==> src/burst_pkg.sv <==
// shared constants and carrier types for the tone burst control and status block
// assumes a 40 MHz reference clock and the documented four-bit register layouts
package burst_pkg;
  // clock rate and burst timing
  localparam int unsigned CLK_HZ = 40000000;
  localparam int unsigned BURST_MS = 51;
  localparam int unsigned BURST_CYCLES = (CLK_HZ / 1000) * BURST_MS;
  localparam int unsigned CNT_W = 23;
  // first control register fields
  localparam int unsigned CA_TONE = 0;
  localparam int unsigned CA_CP = 1;
  localparam int unsigned CA_IRQ = 2;
  localparam int unsigned CA_REDIR = 3;
  // second control register fields
  localparam int unsigned CB_PULSE_OFF = 0;
  localparam int unsigned CB_DIAG = 1;
  localparam int unsigned CB_SINGLE = 2;
  localparam int unsigned CB_COLUMN = 3;
  // status register fields
  localparam int unsigned ST_IRQ = 0;
  localparam int unsigned ST_TXE = 1;
  localparam int unsigned ST_RXF = 2;
  localparam int unsigned ST_HELD = 3;
  // reset values
  localparam logic [3:0] CTRL_RST = 4'h0;
  localparam logic [3:0] FLAGS_RST = 4'h0;

  // burst sequencer states, gray from idle to tone to pause, both bits change from pause back to idle
  typedef enum logic [1:0] {
    ST_IDLE = 2'b00,
    ST_TONE = 2'b01,
    ST_PAUSE = 2'b11
  } burst_state_t;

  // host bus request
  typedef struct packed {
    logic sel;
    logic wr;
    logic rd;
    logic [3:0] data;
  } host_req_t;

  // tone generator steering
  typedef struct packed {
    logic tone_on;
    logic single;
    logic column;
  } tone_ctrl_t;
endpackage

==> src/burst_ctrl_status.sv <==
// control registers, tone burst sequencer and status flags of the transceiver
// assumes a host strobe interface already in the reference clock domain and
// decoder events (digit valid, signal present) arriving asynchronously
// Operation
// - Second control bit 0 high disables tone-pulse mode, low enables it.
// - In pulse mode a transmit write gives one tone then equal pause, 51 ms.
// - Pause end sets transmit-empty and raises interrupt when enabled.
// - Call-progress mode doubles pulse and pause to 102 ms.
// - Without pulse mode the tone follows the tone output enable bit.
// - Diagnostic bit with DTMF mode makes the pin follow held-detect.
// - Single/dual bit high gives single tone, low gives dual tone.
// - Single tone chooses row or column by the column/row bit.
// - Column/row high selects column, low selects row, only in single mode.
// - Interrupt flag is set whenever transmit-empty or receive-full is set.
// - Interrupt flag clears after a host status read.
// - Transmit-empty sets only in pulse mode after the pause ends.
// - Transmit-empty clears on status read and stays clear outside pulse mode.
// - Receive-full sets on a valid digit and clears on status read.
// - Held-detect sets on valid absence of signal, clears on valid signal.
// - Control write with redirect bit routes the next control write to second.
// - Enabled interrupt in DTMF mode without the diagnostic bit pulls the open-drain pin low on events.
`timescale 1ns/1ps
module burst_ctrl_status
  import burst_pkg::*;
#(
  parameter int unsigned BASE_CYCLES = BURST_CYCLES
)
(
  // clock and reset
  input wire logic ref_clk,
  input wire logic rst_b,
  // host register access, one-cycle strobes
  input wire host_req_t ctrl_req,
  input wire logic tx_write,
  output logic [3:0] status_rdata,
  // decoder events from the receive path
  input wire logic digit_valid_raw,
  input wire logic signal_present_raw,
  input wire logic progress_square_raw,
  // tone generator steering
  output tone_ctrl_t tone_ctrl,
  // open-drain interrupt/progress pin, enable low drives low
  output logic interrupt_progress_pin_o,
  output logic interrupt_progress_pin_oe_b
);
  // host-visible registers and the one-shot redirect
  logic [3:0] first_control_reg_q;
  logic [3:0] second_control_reg_q;
  logic redirect_q;
  // status flags and the registered read data
  logic [3:0] flags_q;
  logic [3:0] flags_d;
  logic [3:0] rdata_q;
  // burst sequencer
  burst_state_t state_q;
  burst_state_t state_d;
  // registered outputs and their next values
  tone_ctrl_t tone_q;
  tone_ctrl_t tone_d;
  logic pin_oe_b_q;
  logic pin_oe_b_d;
  // receive path: edge memory and validated levels; burst timer result
  logic digit_seen_q;
  logic [2:0] ev_level;
  logic timer_done;

  // refuse a burst count that the interval counter cannot hold when doubled
  //   the same limit is checked again inside the counter itself
  if (BASE_CYCLES < 1 || BASE_CYCLES >= (1 << CNT_W))
  begin
    $error("burst_ctrl_status: BASE_CYCLES out of range");
  end

  // decoded strobes and mode terms
  wire ctrl_wr = ctrl_req.sel && ctrl_req.wr;
  wire status_rd = ctrl_req.sel && ctrl_req.rd;
  wire pulse_mode = !second_control_reg_q[CB_PULSE_OFF];
  wire cp_mode = first_control_reg_q[CA_CP];
  wire irq_en = first_control_reg_q[CA_IRQ];
  wire diag_mode = second_control_reg_q[CB_DIAG];
  wire digit_rise = ev_level[0] && !digit_seen_q;
  wire burst_start = tx_write && pulse_mode;
  wire pause_end = (state_q == ST_PAUSE) && timer_done;
  wire timer_start = burst_start || ((state_q == ST_TONE) && timer_done);
  wire timer_stop = !pulse_mode;

  // synchronise the decoder levels
  pin_sync #(
    .WIDTH(3)
  ) u_sync (
    .ref_clk(ref_clk),
    .rst_b(rst_b),
    .raw({progress_square_raw, signal_present_raw, digit_valid_raw}),
    .level(ev_level)
  );

  // pulse and pause interval counter
  burst_timer #(
    .BASE_CYCLES(BASE_CYCLES)
  ) u_timer (
    .ref_clk(ref_clk),
    .rst_b(rst_b),
    .start(timer_start),
    .stop(timer_stop),
    .doubled(cp_mode),
    .done(timer_done)
  );

  // burst sequencer next state
  always_comb
  begin
    state_d = state_q;
    case (state_q)
      ST_IDLE:
      begin
        if (burst_start)
          state_d = ST_TONE;
      end
      ST_TONE:
      begin
        if (timer_done)
          state_d = ST_PAUSE;
      end
      ST_PAUSE:
      begin
        if (timer_done)
          state_d = ST_IDLE;
      end
      default:
        state_d = ST_IDLE;
    endcase
    // leaving pulse mode aborts a burst at once
    // a transmit write during a burst starts it over from the tone phase
    if (!pulse_mode)
      state_d = ST_IDLE;
    else if (burst_start)
      state_d = ST_TONE;
  end

  // status flags: set wins over the read clear
  always_comb
  begin
    flags_d = flags_q;
    if (status_rd)
    begin
      flags_d[ST_TXE] = 1'b0;
      flags_d[ST_RXF] = 1'b0;
      flags_d[ST_IRQ] = 1'b0;
    end
    // sets follow the clear, so an event in the read cycle is kept
    if (pause_end && pulse_mode)
      flags_d[ST_TXE] = 1'b1;
    // outside pulse mode the empty flag is forced low whatever the timer did
    if (!pulse_mode)
      flags_d[ST_TXE] = 1'b0;
    if (digit_rise)
      flags_d[ST_RXF] = 1'b1;
    if ((pause_end && pulse_mode) || digit_rise)
      flags_d[ST_IRQ] = 1'b1;
    // held-detect tracks the validated signal level
    if (ev_level[1])
      flags_d[ST_HELD] = 1'b0;
    else
      flags_d[ST_HELD] = 1'b1;
  end

  // tone steering
  //   column is forced low unless a single tone is selected
  //   the pulse-mode gate looks at state_d so tone and state switch together
  always_comb
  begin
    tone_d.single = second_control_reg_q[CB_SINGLE];
    tone_d.column = second_control_reg_q[CB_SINGLE] && second_control_reg_q[CB_COLUMN];
    if (pulse_mode)
      tone_d.tone_on = first_control_reg_q[CA_TONE] && (state_d == ST_TONE);
    else
      tone_d.tone_on = first_control_reg_q[CA_TONE];
  end

  // open-drain pin: low enable pulls the line low
  //   call-progress mode passes the square wave when interrupts are enabled
  //   diagnostic mode shows held-detect, otherwise an enabled interrupt flag pulls low
  always_comb
  begin
    pin_oe_b_d = 1'b1;
    if (cp_mode)
    begin
      if (irq_en)
        pin_oe_b_d = ev_level[2];
    end
    else if (diag_mode)
      pin_oe_b_d = flags_d[ST_HELD];
    else if (irq_en)
      pin_oe_b_d = !flags_d[ST_IRQ];
  end

  // control register writes with one-shot redirect
  //   a write with the redirect bit set arms the next write for the second register
  //   that write disarms it, so later writes land in the first register again
  always_ff @(posedge ref_clk or negedge rst_b)
  begin
    if (!rst_b)
    begin
      first_control_reg_q <= CTRL_RST;
      second_control_reg_q <= CTRL_RST;
      redirect_q <= 1'b0;
    end
    else if (ctrl_wr)
    begin
      if (redirect_q)
      begin
        second_control_reg_q <= ctrl_req.data;
        redirect_q <= 1'b0;
      end
      else
      begin
        first_control_reg_q <= ctrl_req.data;
        redirect_q <= ctrl_req.data[CA_REDIR];
      end
    end
  end

  // sequencer state, aborts and restarts are already folded into state_d
  always_ff @(posedge ref_clk or negedge rst_b)
  begin
    if (!rst_b)
    begin
      state_q <= ST_IDLE;
    end
    else
    begin
      state_q <= state_d;
    end
  end

  // status flags
  //   set events beat the read clear inside flags_d
  always_ff @(posedge ref_clk or negedge rst_b)
  begin
    if (!rst_b)
    begin
      flags_q <= FLAGS_RST;
    end
    else
    begin
      flags_q <= flags_d;
    end
  end

  // read data register, loaded from flags_d so it never lags the flags
  //   a read in the strobe cycle therefore sees exactly the flags it clears
  always_ff @(posedge ref_clk or negedge rst_b)
  begin
    if (!rst_b)
    begin
      rdata_q <= FLAGS_RST;
    end
    else
    begin
      rdata_q <= flags_d;
    end
  end

  // tone steering register
  //   the generator never sees the decode settle
  always_ff @(posedge ref_clk or negedge rst_b)
  begin
    if (!rst_b)
    begin
      tone_q <= '0;
    end
    else
    begin
      tone_q <= tone_d;
    end
  end

  // pin enable register
  //   released during reset so the external pull-up holds the line high
  always_ff @(posedge ref_clk or negedge rst_b)
  begin
    if (!rst_b)
    begin
      pin_oe_b_q <= 1'b1;
    end
    else
    begin
      pin_oe_b_q <= pin_oe_b_d;
    end
  end

  // previous validated digit level for the rising-edge detector
  //   reset low matches the idle decoder level, so no false digit follows reset
  always_ff @(posedge ref_clk or negedge rst_b)
  begin
    if (!rst_b)
    begin
      digit_seen_q <= 1'b0;
    end
    else
    begin
      digit_seen_q <= ev_level[0];
    end
  end

  assign status_rdata = rdata_q;
  assign tone_ctrl = tone_q;
  assign interrupt_progress_pin_o = 1'b0;
  assign interrupt_progress_pin_oe_b = pin_oe_b_q;
endmodule

==> src/burst_timer.sv <==
// pulse and pause interval counter with a one-cycle done pulse
// assumes start arrives only while the counter is idle or restarting
`timescale 1ns/1ps
module burst_timer
  import burst_pkg::*;
#(
  parameter int unsigned BASE_CYCLES = BURST_CYCLES
)
(
  // clock and reset
  input wire logic ref_clk,
  input wire logic rst_b,
  // control
  input wire logic start,
  input wire logic stop,
  input wire logic doubled,
  // result
  output logic done
);
  localparam logic [CNT_W:0] BASE = (CNT_W + 1)'(BASE_CYCLES);

  // refuse a count that the doubled terminal value would overflow
  if (BASE_CYCLES < 1 || BASE_CYCLES >= (1 << CNT_W))
  begin
    $error("burst_timer: BASE_CYCLES out of range");
  end

  logic [CNT_W:0] cnt_q;
  logic [CNT_W:0] cnt_d;
  logic run_q;
  logic done_q;
  logic [CNT_W:0] limit;
  wire at_end;

  // terminal count doubles in call-progress mode
  assign limit = doubled ? (BASE << 1) : BASE;
  assign at_end = run_q && (cnt_q >= limit - (CNT_W + 1)'(1));
  assign cnt_d = start ? '0 : (cnt_q + (CNT_W + 1)'(1));

  // counting process
  always_ff @(posedge ref_clk or negedge rst_b)
  begin
    if (!rst_b)
    begin
      cnt_q <= '0;
      run_q <= 1'b0;
      done_q <= 1'b0;
    end
    else
    begin
      done_q <= at_end && !start && !stop;
      if (stop)
      begin
        run_q <= 1'b0;
        cnt_q <= '0;
      end
      else if (start)
      begin
        run_q <= 1'b1;
        cnt_q <= '0;
      end
      else if (at_end)
      begin
        run_q <= 1'b0;
      end
      else if (run_q)
      begin
        cnt_q <= cnt_d;
      end
    end
  end

  assign done = done_q;
endmodule

==> src/pin_sync.sv <==
// three-stage synchroniser with agreement of stages two and three
// assumes an asynchronous input and one clock domain
`timescale 1ns/1ps
module pin_sync
  import burst_pkg::*;
#(
  parameter int unsigned WIDTH = 1
)
(
  // clock and reset
  input wire logic ref_clk,
  input wire logic rst_b,
  // raw and filtered levels
  input wire logic [WIDTH-1:0] raw,
  output logic [WIDTH-1:0] level
);
  logic [WIDTH-1:0] s1_q;
  logic [WIDTH-1:0] s2_q;
  logic [WIDTH-1:0] s3_q;
  logic [WIDTH-1:0] level_q;

  // shift chain, level moves only when stage two and three agree
  always_ff @(posedge ref_clk or negedge rst_b)
  begin
    if (!rst_b)
    begin
      s1_q <= '0;
      s2_q <= '0;
      s3_q <= '0;
      level_q <= '0;
    end
    else
    begin
      s1_q <= raw;
      s2_q <= s1_q;
      s3_q <= s2_q;
      for (int i = 0; i < WIDTH; i++)
      begin
        if (s2_q[i] == s3_q[i])
        begin
          level_q[i] <= s3_q[i];
        end
      end
    end
  end

  assign level = level_q;
endmodule
==> config.mk <==
export PLATFORM = sky130hd
export DESIGN_NAME = burst_ctrl_status
export DESIGN_NICKNAME = d
export VERILOG_FILES = /design/src/burst_pkg.sv /design/src/burst_ctrl_status.sv /design/src/burst_timer.sv /design/src/pin_sync.sv
export SDC_FILE = /design/constraint.sdc
export NUM_CORES = 1
export LEC_CHECK = 0
export ABC_AREA = 1
export ABC_CLOCK_PERIOD_IN_PS = 1550
export BUFFER_PORTS_ARGS = -buffer_cell sky130_fd_sc_hd__buf_2
export CAP_MARGIN = 20
export CORE_ASPECT_RATIO = 0.8
export CORE_MARGIN = 2
export CORE_UTILIZATION = 45
export DETAILED_ROUTE_END_ITERATION = 8
export SYNTH_ARGS = -nofsm -noshare
export SYNTH_HDL_FRONTEND = slang
export SYNTH_SLANG_ARGS = --single-unit
==> constraint.sdc <==
create_clock -name ref_clk -period 1.55 [get_ports ref_clk]
set_input_delay 0.2325 -clock ref_clk [delete_from_list [all_inputs] [get_ports ref_clk]]
set_output_delay 0.2325 -clock ref_clk [all_outputs]
set_load 0.005 [all_outputs]
==> results list, run 1 <==
- Maxcap violations: 0
- XOR/XNOR Fraction of Synth Area: 1.985%
- Counting flops with a built-in enable in the synthesized netlist gives 0.
- Async S/R FF share, synth: 100.0%
* Leakage Power: 2.060 nW
- After Yosys synthesis, full adders, half adders and majority gates account for 4.212% of the synthesized area.
- Of the total synthesized cell area, the portion taken by AND, OR, NAND and NOR gates is 33.66%.
- Type of the setup path with the least slack: flip-flop to flip-flop
- Unrepaired setup endpoints after global routing: yes
* Final setup violation count: 26
* Area after detailed placement: 3631 um^2
- Largest family of logic cells by synthesized area: simple AND/OR/NAND/NOR gates
- Ant. Diodes: 0
- The worst setup path is launched from a flip-flop.
* Number of buffers added by the clock tree synthesis step: 9
- In the final design database the tool counted 493 nets.
* Setup crit end kind: flip-flop
- Number of vias in the routed layout: 2917
* Vias in the first global route: 2899
- For this run, the number of Yosys warnings is 0.
- Count of antenna-violating nets left after detailed routing: 0
- For this run, the total global-route usage over all layers was measured as 23.59%.
- The tree built by TritonCTS fans out to 57 sinks.
- Clk_skew: 0.009404 ns
- Share of synthesized area spent on multiplexers: 0.3645%
- The share of the Yosys chip area taken by registers is 46.21%.
- Number of pins exceeding their max-slew limit in the final report: 0
* Global-route wire length before repair: 14.10 mm
* Number of detailed-route iterations in the first pass: 5
* Die X-Extent: 96.64 um
- Timing would allow up to 503.0 MHz.
- Worst path depth: 14
- Residual DRC count: 0
* Clk slew on worst S/H paths: 0.07 ns
* Share of the clock period used by the worst path after layout: 128.3%
- Filler cell count: 557
- CTS Root Cell: clkbuf_8
* Synth Net Count: 400
- Counting along the longest clock path gives a buffer depth of 2.
- Wires add up to 8.703 mm.
- The flow ran to the end, but the final reports show violations.
- Entering global routing, the biggest net connects 33 pins.
- Standard-cell row count: 26
- After technology mapping, the gate count stands at 379.
- VDD sags by at most 0.6411 mV.
- Die Ht: 78.11 um
* Area enclosed by the die boundary: 7548 um^2
- Avg Synthesized Cell Area: 8.151 um^2
- Number of antenna violations at the first check in global routing: 0
* First DRT Iteration DRCs: 238
- Along the worst path, the maximum fanout reaches 5.
- Buffer and inverter count on the worst path: 6
* Data arrival time of the worst path: 2.27 ns
- Final-layout worst hold slack: 0.06429 ns
* Worst reg-to-reg path cell count: 14
- GPL Wtd Cong: 0.8769
* Fraction of layout cells with a size suffix above 1: 32.08%
- Dividing the detail-routed wire length by the instance count gives 15.51 um.
* Shortest clock period the worst path allows after layout: 1.988 ns
* Detailed-route vias per instance: 5.200
- Area of all placed cells without fillers: 4225 um^2
- For this run, the leading register cell type out of synthesis is dfrtp_1.
* Overflow after GRT: 0
- After layout, the design draws a total of 4.748 mW.
- Area growth from synthesis to layout: 36.78%
- Initial core utilization: 47.48%
- After floorplanning, the core was sized to cover 6506 um^2.
- Worst path cell trace: inv_2 > ha_4 > nand2_2 > inv_2 > nand2_4 > buf_6 > nor2_4 > nand2_2 > buf_6 > nand4_4 > buf_12 > clkbuf_16 > nand3_1 > nand2_1
* HPWL after detailed placement: 5.545 mm
- Post-synth design cell area: 3089 um^2
* Count of input and output buffers: 20
* I/O pins: 22
- The worst hold path passes through 2 cells.
- Clock tree from TritonCTS: yes
- CTS H-Tree Depth: 3
- Insertion delay to the later sink of the worst-skew pair: 0.34 ns
- Master of the slowest instance on the critical path: dfrtp_1
* Power per standard cell area: 1124 nW/um^2
- The tightest min-delay check is of the input pin to flip-flop type.
- Top Family by Delay on Critical Path: buffers and inverters
- Synth Area in Compound Gates: 5.265%
* Final worst-path setup slack: -0.4381 ns
* Crit path required time: 1.83 ns
- The final reports fail on setup timing.
- In this run, distinct cell masters in the synthesized netlist total 35.
* FF+latch count, synth: 57
- Delay of the slowest cell on the worst path: 0.39 ns
* Number of failing hold endpoints at the final stage: 0
- For the final routed database, the setup TNS stands at -10.45 ns.
==> path summary, 6_finish.rpt <==
kind	slack (ns)	start	to
max	-0.44	first_control_reg_q[1]	u_timer.cnt_q[17]
min	0.06	tx_write	state_q[1]
max reg2reg	-0.44	first_control_reg_q[1]	u_timer.cnt_q[17]
min reg2reg	0.36	u_sync.s1_q[1]	u_sync.s2_q[1]
max in group asynchronous	0.76	rst_b	interrupt_progress_pin_oe_b
min in group asynchronous	0.42	rst_b	u_timer.cnt_q[7]
==> layer usage <==
metal / track usage (%) / part of all wire, %
met4: 10.14 / 2.0
met2: 34.72 / 46
met5: 0 / 0
met1: 33.43 / 46
met3: 5.610 / 5.9
==> cell usage after synthesis, types with 2 or more instances <==
master | n | share of area (%)
a21oi_1 | 4 | 0.65
xnor2_1 | 3 | 0.85
buf_2 | 4 | 0.65
xor2_1 | 4 | 1.1
buf_4 | 3 | 0.73
o21ai_0 | 13 | 2.1
maj3_1 | 3 | 0.97
ha_1 | 8 | 3.2
nor2_2 | 3 | 0.61
nand3b_1 | 7 | 1.7
or2_2 | 2 | 0.40
buf_6 | 3 | 1.1
inv_2 | 4 | 0.49
dfrtp_1 | 56 | 45
nor2_1 | 45 | 5.5
nand3_1 | 44 | 7.1
inv_1 | 39 | 4.7
nand4_1 | 14 | 2.8
nand2_1 | 96 | 12
nor2_4 | 4 | 1.5
nand2_2 | 6 | 1.2
==> layout make-up <==
type / count / area, um^2 / share of cell area, %
inverters: 43 / 161.4 / 3.820
flip-flops and latches: 57 / 1428 / 33.79
clock buffers: 11 / 141.4 / 3.346
repair buffers: 92 / 788.3 / 18.66
clock inverters: 5 / 31.28 / 0.7403
multi-input cells: 269 / 1570 / 37.16
well taps: 84 / 105.1 / 2.487
==> sequential cells by signal, indices dropped and copies added (netlist names) <==
name                         count
u_sync.level                     3
u_timer.done                     1
u_sync.s3_q                      3
redirect_q                       1
tone_ctrl                        3
u_timer.cnt_q                   24
u_timer.run_q                    1
interrupt_progress_pin_oe_b      1
u_sync.s1_q                      3
state_q                          2
digit_seen_q                     1
status_rdata                     4
second_control_reg_q             4
u_sync.s2_q                      3
first_control_reg_q              3
==> report_power, final <==
group	switching, mW	leakage (nW)	total [mW]	internal, mW
Sequential	0.128	0.732	1.82	1.69
Combinational	0.850	1.24	1.69	0.842
Clock	0.618	0.0891	1.23	0.617
==> through the flow <==
step	setup WS, ns	instances	utilization (%)
after floorplan	-0.08484	379	-
after global placement	-0.3920	522	55.81
after detailed placement	-0.4528	522	55.81
after CTS	-0.3525	554	62.60
after global routing	-0.5385	561	64.94
final	-0.4381	561	64.94
==> repair_timing <==
item	in CTS	in global routing
hold buffers	4	0
hold endpoints to repair	59	0
setup buffers	11	6
gates resized for setup	19	18
pin swaps	5	14
cloned	2	1
setup endpoints to repair	26	26
==> cells in the final DEF (no fill, tap or decap), types with 3 or more instances in the layout <==
cell / netlist / final
nand2_1: 96 / 92
dfrtp_1: 56 / 56
buf_4: 3 / 51
nor2_1: 45 / 43
nand3_1: 44 / 37
inv_1: 39 / 36
buf_2: 4 / 20
nand4_1: 14 / 14
o21ai_0: 13 / 11
clkbuf_8: 0 / 10
buf_6: 3 / 10
nand2_2: 6 / 8
inv_2: 4 / 7
nand3b_1: 7 / 7
nand3_2: 1 / 7
nor2_4: 4 / 5
nor2_2: 3 / 5
ha_4: 0 / 5
buf_12: 0 / 5
xor2_1: 4 / 4
dlygate4sd3_1: 0 / 4
a21oi_1: 4 / 3
maj3_1: 3 / 3
xnor2_1: 3 / 3
ha_1: 8 / 3
clkinv_2: 0 / 3
==> cell families (layout without fill, tap and decap cells) <==
group / count (synthesis) / after routing
compound gates: 24 / 24
fa+ha+maj: 11 / 11
xor+xnor: 7 / 7
mux: 1 / 1
flops: 57 / 57
simple gates: 224 / 225
buf+inv: 54 / 151
other cells: 1 / 1
Note: power is estimated with default switching activity, not from simulation.
==> run 2, diff against run 1 <==
- BUFFER_PORTS_ARGS: -buffer_cell sky130_fd_sc_hd__buf_2 -> unset
- DONT_BUFFER_PORTS: unset -> 1
==> run 2 against run 1 <==
- the flow finishes with violations (hold timing, setup timing)
- utilization is 1.9 points lower
- fmax rose by 5.7%
- sequential cell count unchanged
- global-route usage down 1.5 points
- wire length fell by 9.0%
- register-to-register slack better by 0.11 ns
- sequential power is essentially flat
- largest power group unchanged
==> results list, run 2 (synthesis results as in run 1) <==
* Run status: finished with violations (unchanged)
* Violations in the final reports: hold timing, setup timing (was setup timing)
- The fraction of final layout cells with drive strength greater than 1 came to 30.44% (was 32.08%).
* Number of failing hold endpoints at the final stage: 57 (was 0)
- Area enclosed by the die boundary: 7548 um^2 (unchanged)
* Maxcap violations: 0 (unchanged)
* Worst reg-to-reg path cell count: 13 (was 14)
- The maximum achievable frequency was 531.5 MHz (was 503.0 MHz).
- The worst hold-check path type is input pin to asynchronous set/reset pin (was input pin to flip-flop).
- The capturing point of the worst reg2reg path was u_timer.cnt_q[20] (was u_timer.cnt_q[17]).
- The register name with the most flops is u_timer.cnt_q (unchanged).
* Pin count of the biggest net entering global routing: 58 (was 33)
* Ant. Diodes: 0 (unchanged)
- Number of antenna violations at the first check in global routing: 0 (unchanged)
* Reg2Reg Setup Slack: -0.33 ns (was -0.44 ns)
- Die X-Extent: 96.64 um (unchanged)
- The total via count after detailed routing is 2717 (was 2917).
- The total number of nets in the final design was 466 (was 493).
- The overall overflow remaining after global route was 0 (unchanged).
- Final-layout worst hold slack: -0.4142 ns (was 0.06429 ns)
* Worst flop-to-flop path startpoint: first_control_reg_q[1] (unchanged)
- The total negative slack for setup checks is -7.539 ns (was -10.45 ns).
- The path type of the worst setup path is flip-flop to flip-flop (unchanged).
- HPWL after detailed placement: 5.279 mm (was 5.545 mm)
- The first-pass GRT wire length came to 13.01 mm (was 14.10 mm).
- The clock tree from TritonCTS is yes (unchanged).
* Standard-cell row count: 26 (unchanged)
- The net switching power figure was 1.496 mW (was 1.596 mW).
- Flip-flop count of the largest register after layout: 24 (unchanged)
- The combinational power share came to 30.1% (was 35.6%).
- Placed cells: 496 (was 522)
* Insertion delay to the later sink of the worst-skew pair: 0.34 ns (about the same)
- The number of global-route vias before repair came to 2635 (was 2899).
- TritonCTS Sinks: 57 (unchanged)
- Maximum number of buffers from clock root to sink: 2 (unchanged)
- The final period demand of the worst path is 1.882 ns (was 1.988 ns).
- Total detailed-routing wirelength: 7.923 mm (was 8.703 mm)
- The height of the die came to 78.11 um (unchanged).
- The cell at the root of the clock tree was clkbuf_8 (unchanged).
* Switching share of power: 32.51% (was 33.62%)
- Crit path required time: 1.78 ns (was 1.83 ns)
- The clock buffer count from CTS was 9 (unchanged).
* I/O pins: 22 (unchanged)
- Unrepaired setup endpoints after global routing: yes (unchanged).
- Total power: 4.603 mW (was 4.748 mW)
- Number of pins exceeding their max-slew limit in the final report: 0 (unchanged)
- Final setup violation count: 26 (unchanged)
* Global-route usage over all layers: 22.06% (was 23.59%)
- Share of the clock period used by the worst path after layout: 121.4% (was 128.3%)
- The maximum fanout along the worst path was 7 (was 5).
- The fill cell instance count of the final layout came to 562 (was 557).
- The arrival time of the worst setup path is 2.11 ns (was 2.27 ns).
- The clock share of power came to 29.9% (was 26.0%).
* Cell Count, Final, Fillers Out: 534 (was 561)
- Initial core utilization: 47.48% (unchanged)
* CTS Hold Bufs: 5 (was 4)
- The remaining antenna violation count was 0 (unchanged).
* Core outline area: 6506 um^2 (unchanged)
- Startpoint Class: flip-flop (unchanged)
- The internal power summed over all cells was 3.107 mW (was 3.152 mW).
- Peak supply drop: 0.9215 mV (was 0.6411 mV)
- The wire length per cell was 14.84 um (was 15.51 um).
* Most common library cell in the layout ignoring fill and taps: nand2_1 (unchanged)
* GPL Wtd Cong: 0.9193 (was 0.8769)
- The power per cell area was 1123 nW/um^2 (was 1124 nW/um^2).
- The average vias per placed instance came to 5.088 (was 5.200).
- Power share of the sequential group: 40.0% (was 38.4%)
* Area of all placed cells without fillers: 4099 um^2 (was 4225 um^2)
- Clk_skew: 0.01023 ns (was 0.009404 ns)
- The clock-pin slew reported for the worst setup and hold paths after clock tree synthesis is 0.07 ns (about the same).
- Area growth from synthesis to layout: 32.69% (was 36.78%)
* Number of detailed-route iterations in the first pass: 5 (unchanged)
- The depth of the CTS H-tree came to 3 (unchanged).
- End-of-flow core utilization: 63.00% (was 64.94%)
* Area after detailed placement: 3473 um^2 (was 3631 um^2)
- Count of input and output buffers: 0 (was 20)
- Leading cell types in the layout, fill and taps excluded: nand2_1 (89), dfrtp_1 (56), buf_4 (45) (was nand2_1 (92), dfrtp_1 (56), buf_4 (51))
- Leakage Power: 1.920 nW (was 2.060 nW)
- Residual DRC count: 0 (unchanged)
- The endpoint type of the worst setup path is a flip-flop (unchanged).
- The final critical-path setup slack came to -0.3316 ns (was -0.4381 ns).
* First DRT Iteration DRCs: 160 (was 238)
==> run 2: changes by cell type in the layout (fill, tap and decap cells not counted), moves of 2 or more <==
cell,before,now
buf_12,5,1
buf_2,20,0
buf_4,51,45
buf_6,10,12
nand2_1,92,89
nand2_2,8,10
nand3_1,37,28
nand3_2,7,16
==> run 2: critical path: stages (launching register included) <==
cell	delay, ns
dfrtp_1	0.38
inv_2	0.09
buf_6	0.13
ha_4	0.25
inv_2	0.03
nor2_2	0.08
nand2_2	0.07
nor2_4	0.15
nand3_4	0.11
nand4_4	0.20
buf_6	0.14
nand2_4	0.05
nand2_2	0.05
nand2_1	0.04
==> run 2: how the worst max path moves through the flow <==
stage / from / end / slack [ns] / depth (start not counted)
5_1_grt: first_control_reg_q[1] / u_timer.cnt_q[20] / -0.45 / 13
6_report: first_control_reg_q[1] / u_timer.cnt_q[20] / -0.33 / 13
3_5_place_dp: first_control_reg_q[1] / u_timer.cnt_q[18] / -0.46 / 11
2_1_floorplan: first_control_reg_q[1] / u_timer.cnt_q[9] / -0.08 / 12
3_3_place_gp: first_control_reg_q[1] / u_timer.cnt_q[18] / -0.41 / 11
4_1_cts: first_control_reg_q[1] / u_timer.cnt_q[1] / -0.32 / 12
==> run 2: timing repair <==
action / in CTS / in global routing
setup buffers: 12 / 3
gates resized for setup: 26 / 30
pin swaps: 19 / 19
endpoints found under the hold margin: 62 / 57
endpoints found under the setup margin: 26 / 26
gates cloned: 3 / 0
==> run 2: area by class of cell <==
type                       instances  area [um^2]  share of cell area [%]
sequential                        57         1428                   34.83
multi-input combinational        269         1623                   39.59
tap                               84        105.1                   2.564
clock inverter                     5        55.05                   1.343
timing repair buffer              65        583.1                   14.22
inverter                          43        163.9                   3.999
clock buffer                      11        141.4                   3.449
==> run 2: per-layer routing <==
metal	share of wire (%)	vias up	global-route usage (%)
met2	45	70	32.71
met4	1.8	0	5.634
met1	48	1282	32.05
met3	5.3	14	6.144
met5	0	-	0
li1	-	1351	-
==> run 2: power groups by stage <==
stage	Sequential, mW	Clock [mW]	Combinational, mW
2_1_floorplan	1.84	0	0.650
3_3_place_gp	1.86	0	0.928
3_5_place_dp	1.87	0	0.943
4_1_cts	1.84	1.41	1.26
5_1_grt	1.87	1.48	1.52
6_report	1.84	1.37	1.39
==> run 2: per-stage QoR <==
| stage | hold slack [ns] | worst slack [ns] |
|---|---|---|
| floorplan | -0.06309 | -0.08484 |
| global placement | -0.06181 | -0.4114 |
| detailed placement | -0.06187 | -0.4572 |
| CTS | -0.4307 | -0.3153 |
| global route | -0.4400 | -0.4474 |
| finish | -0.4142 | -0.3316 |
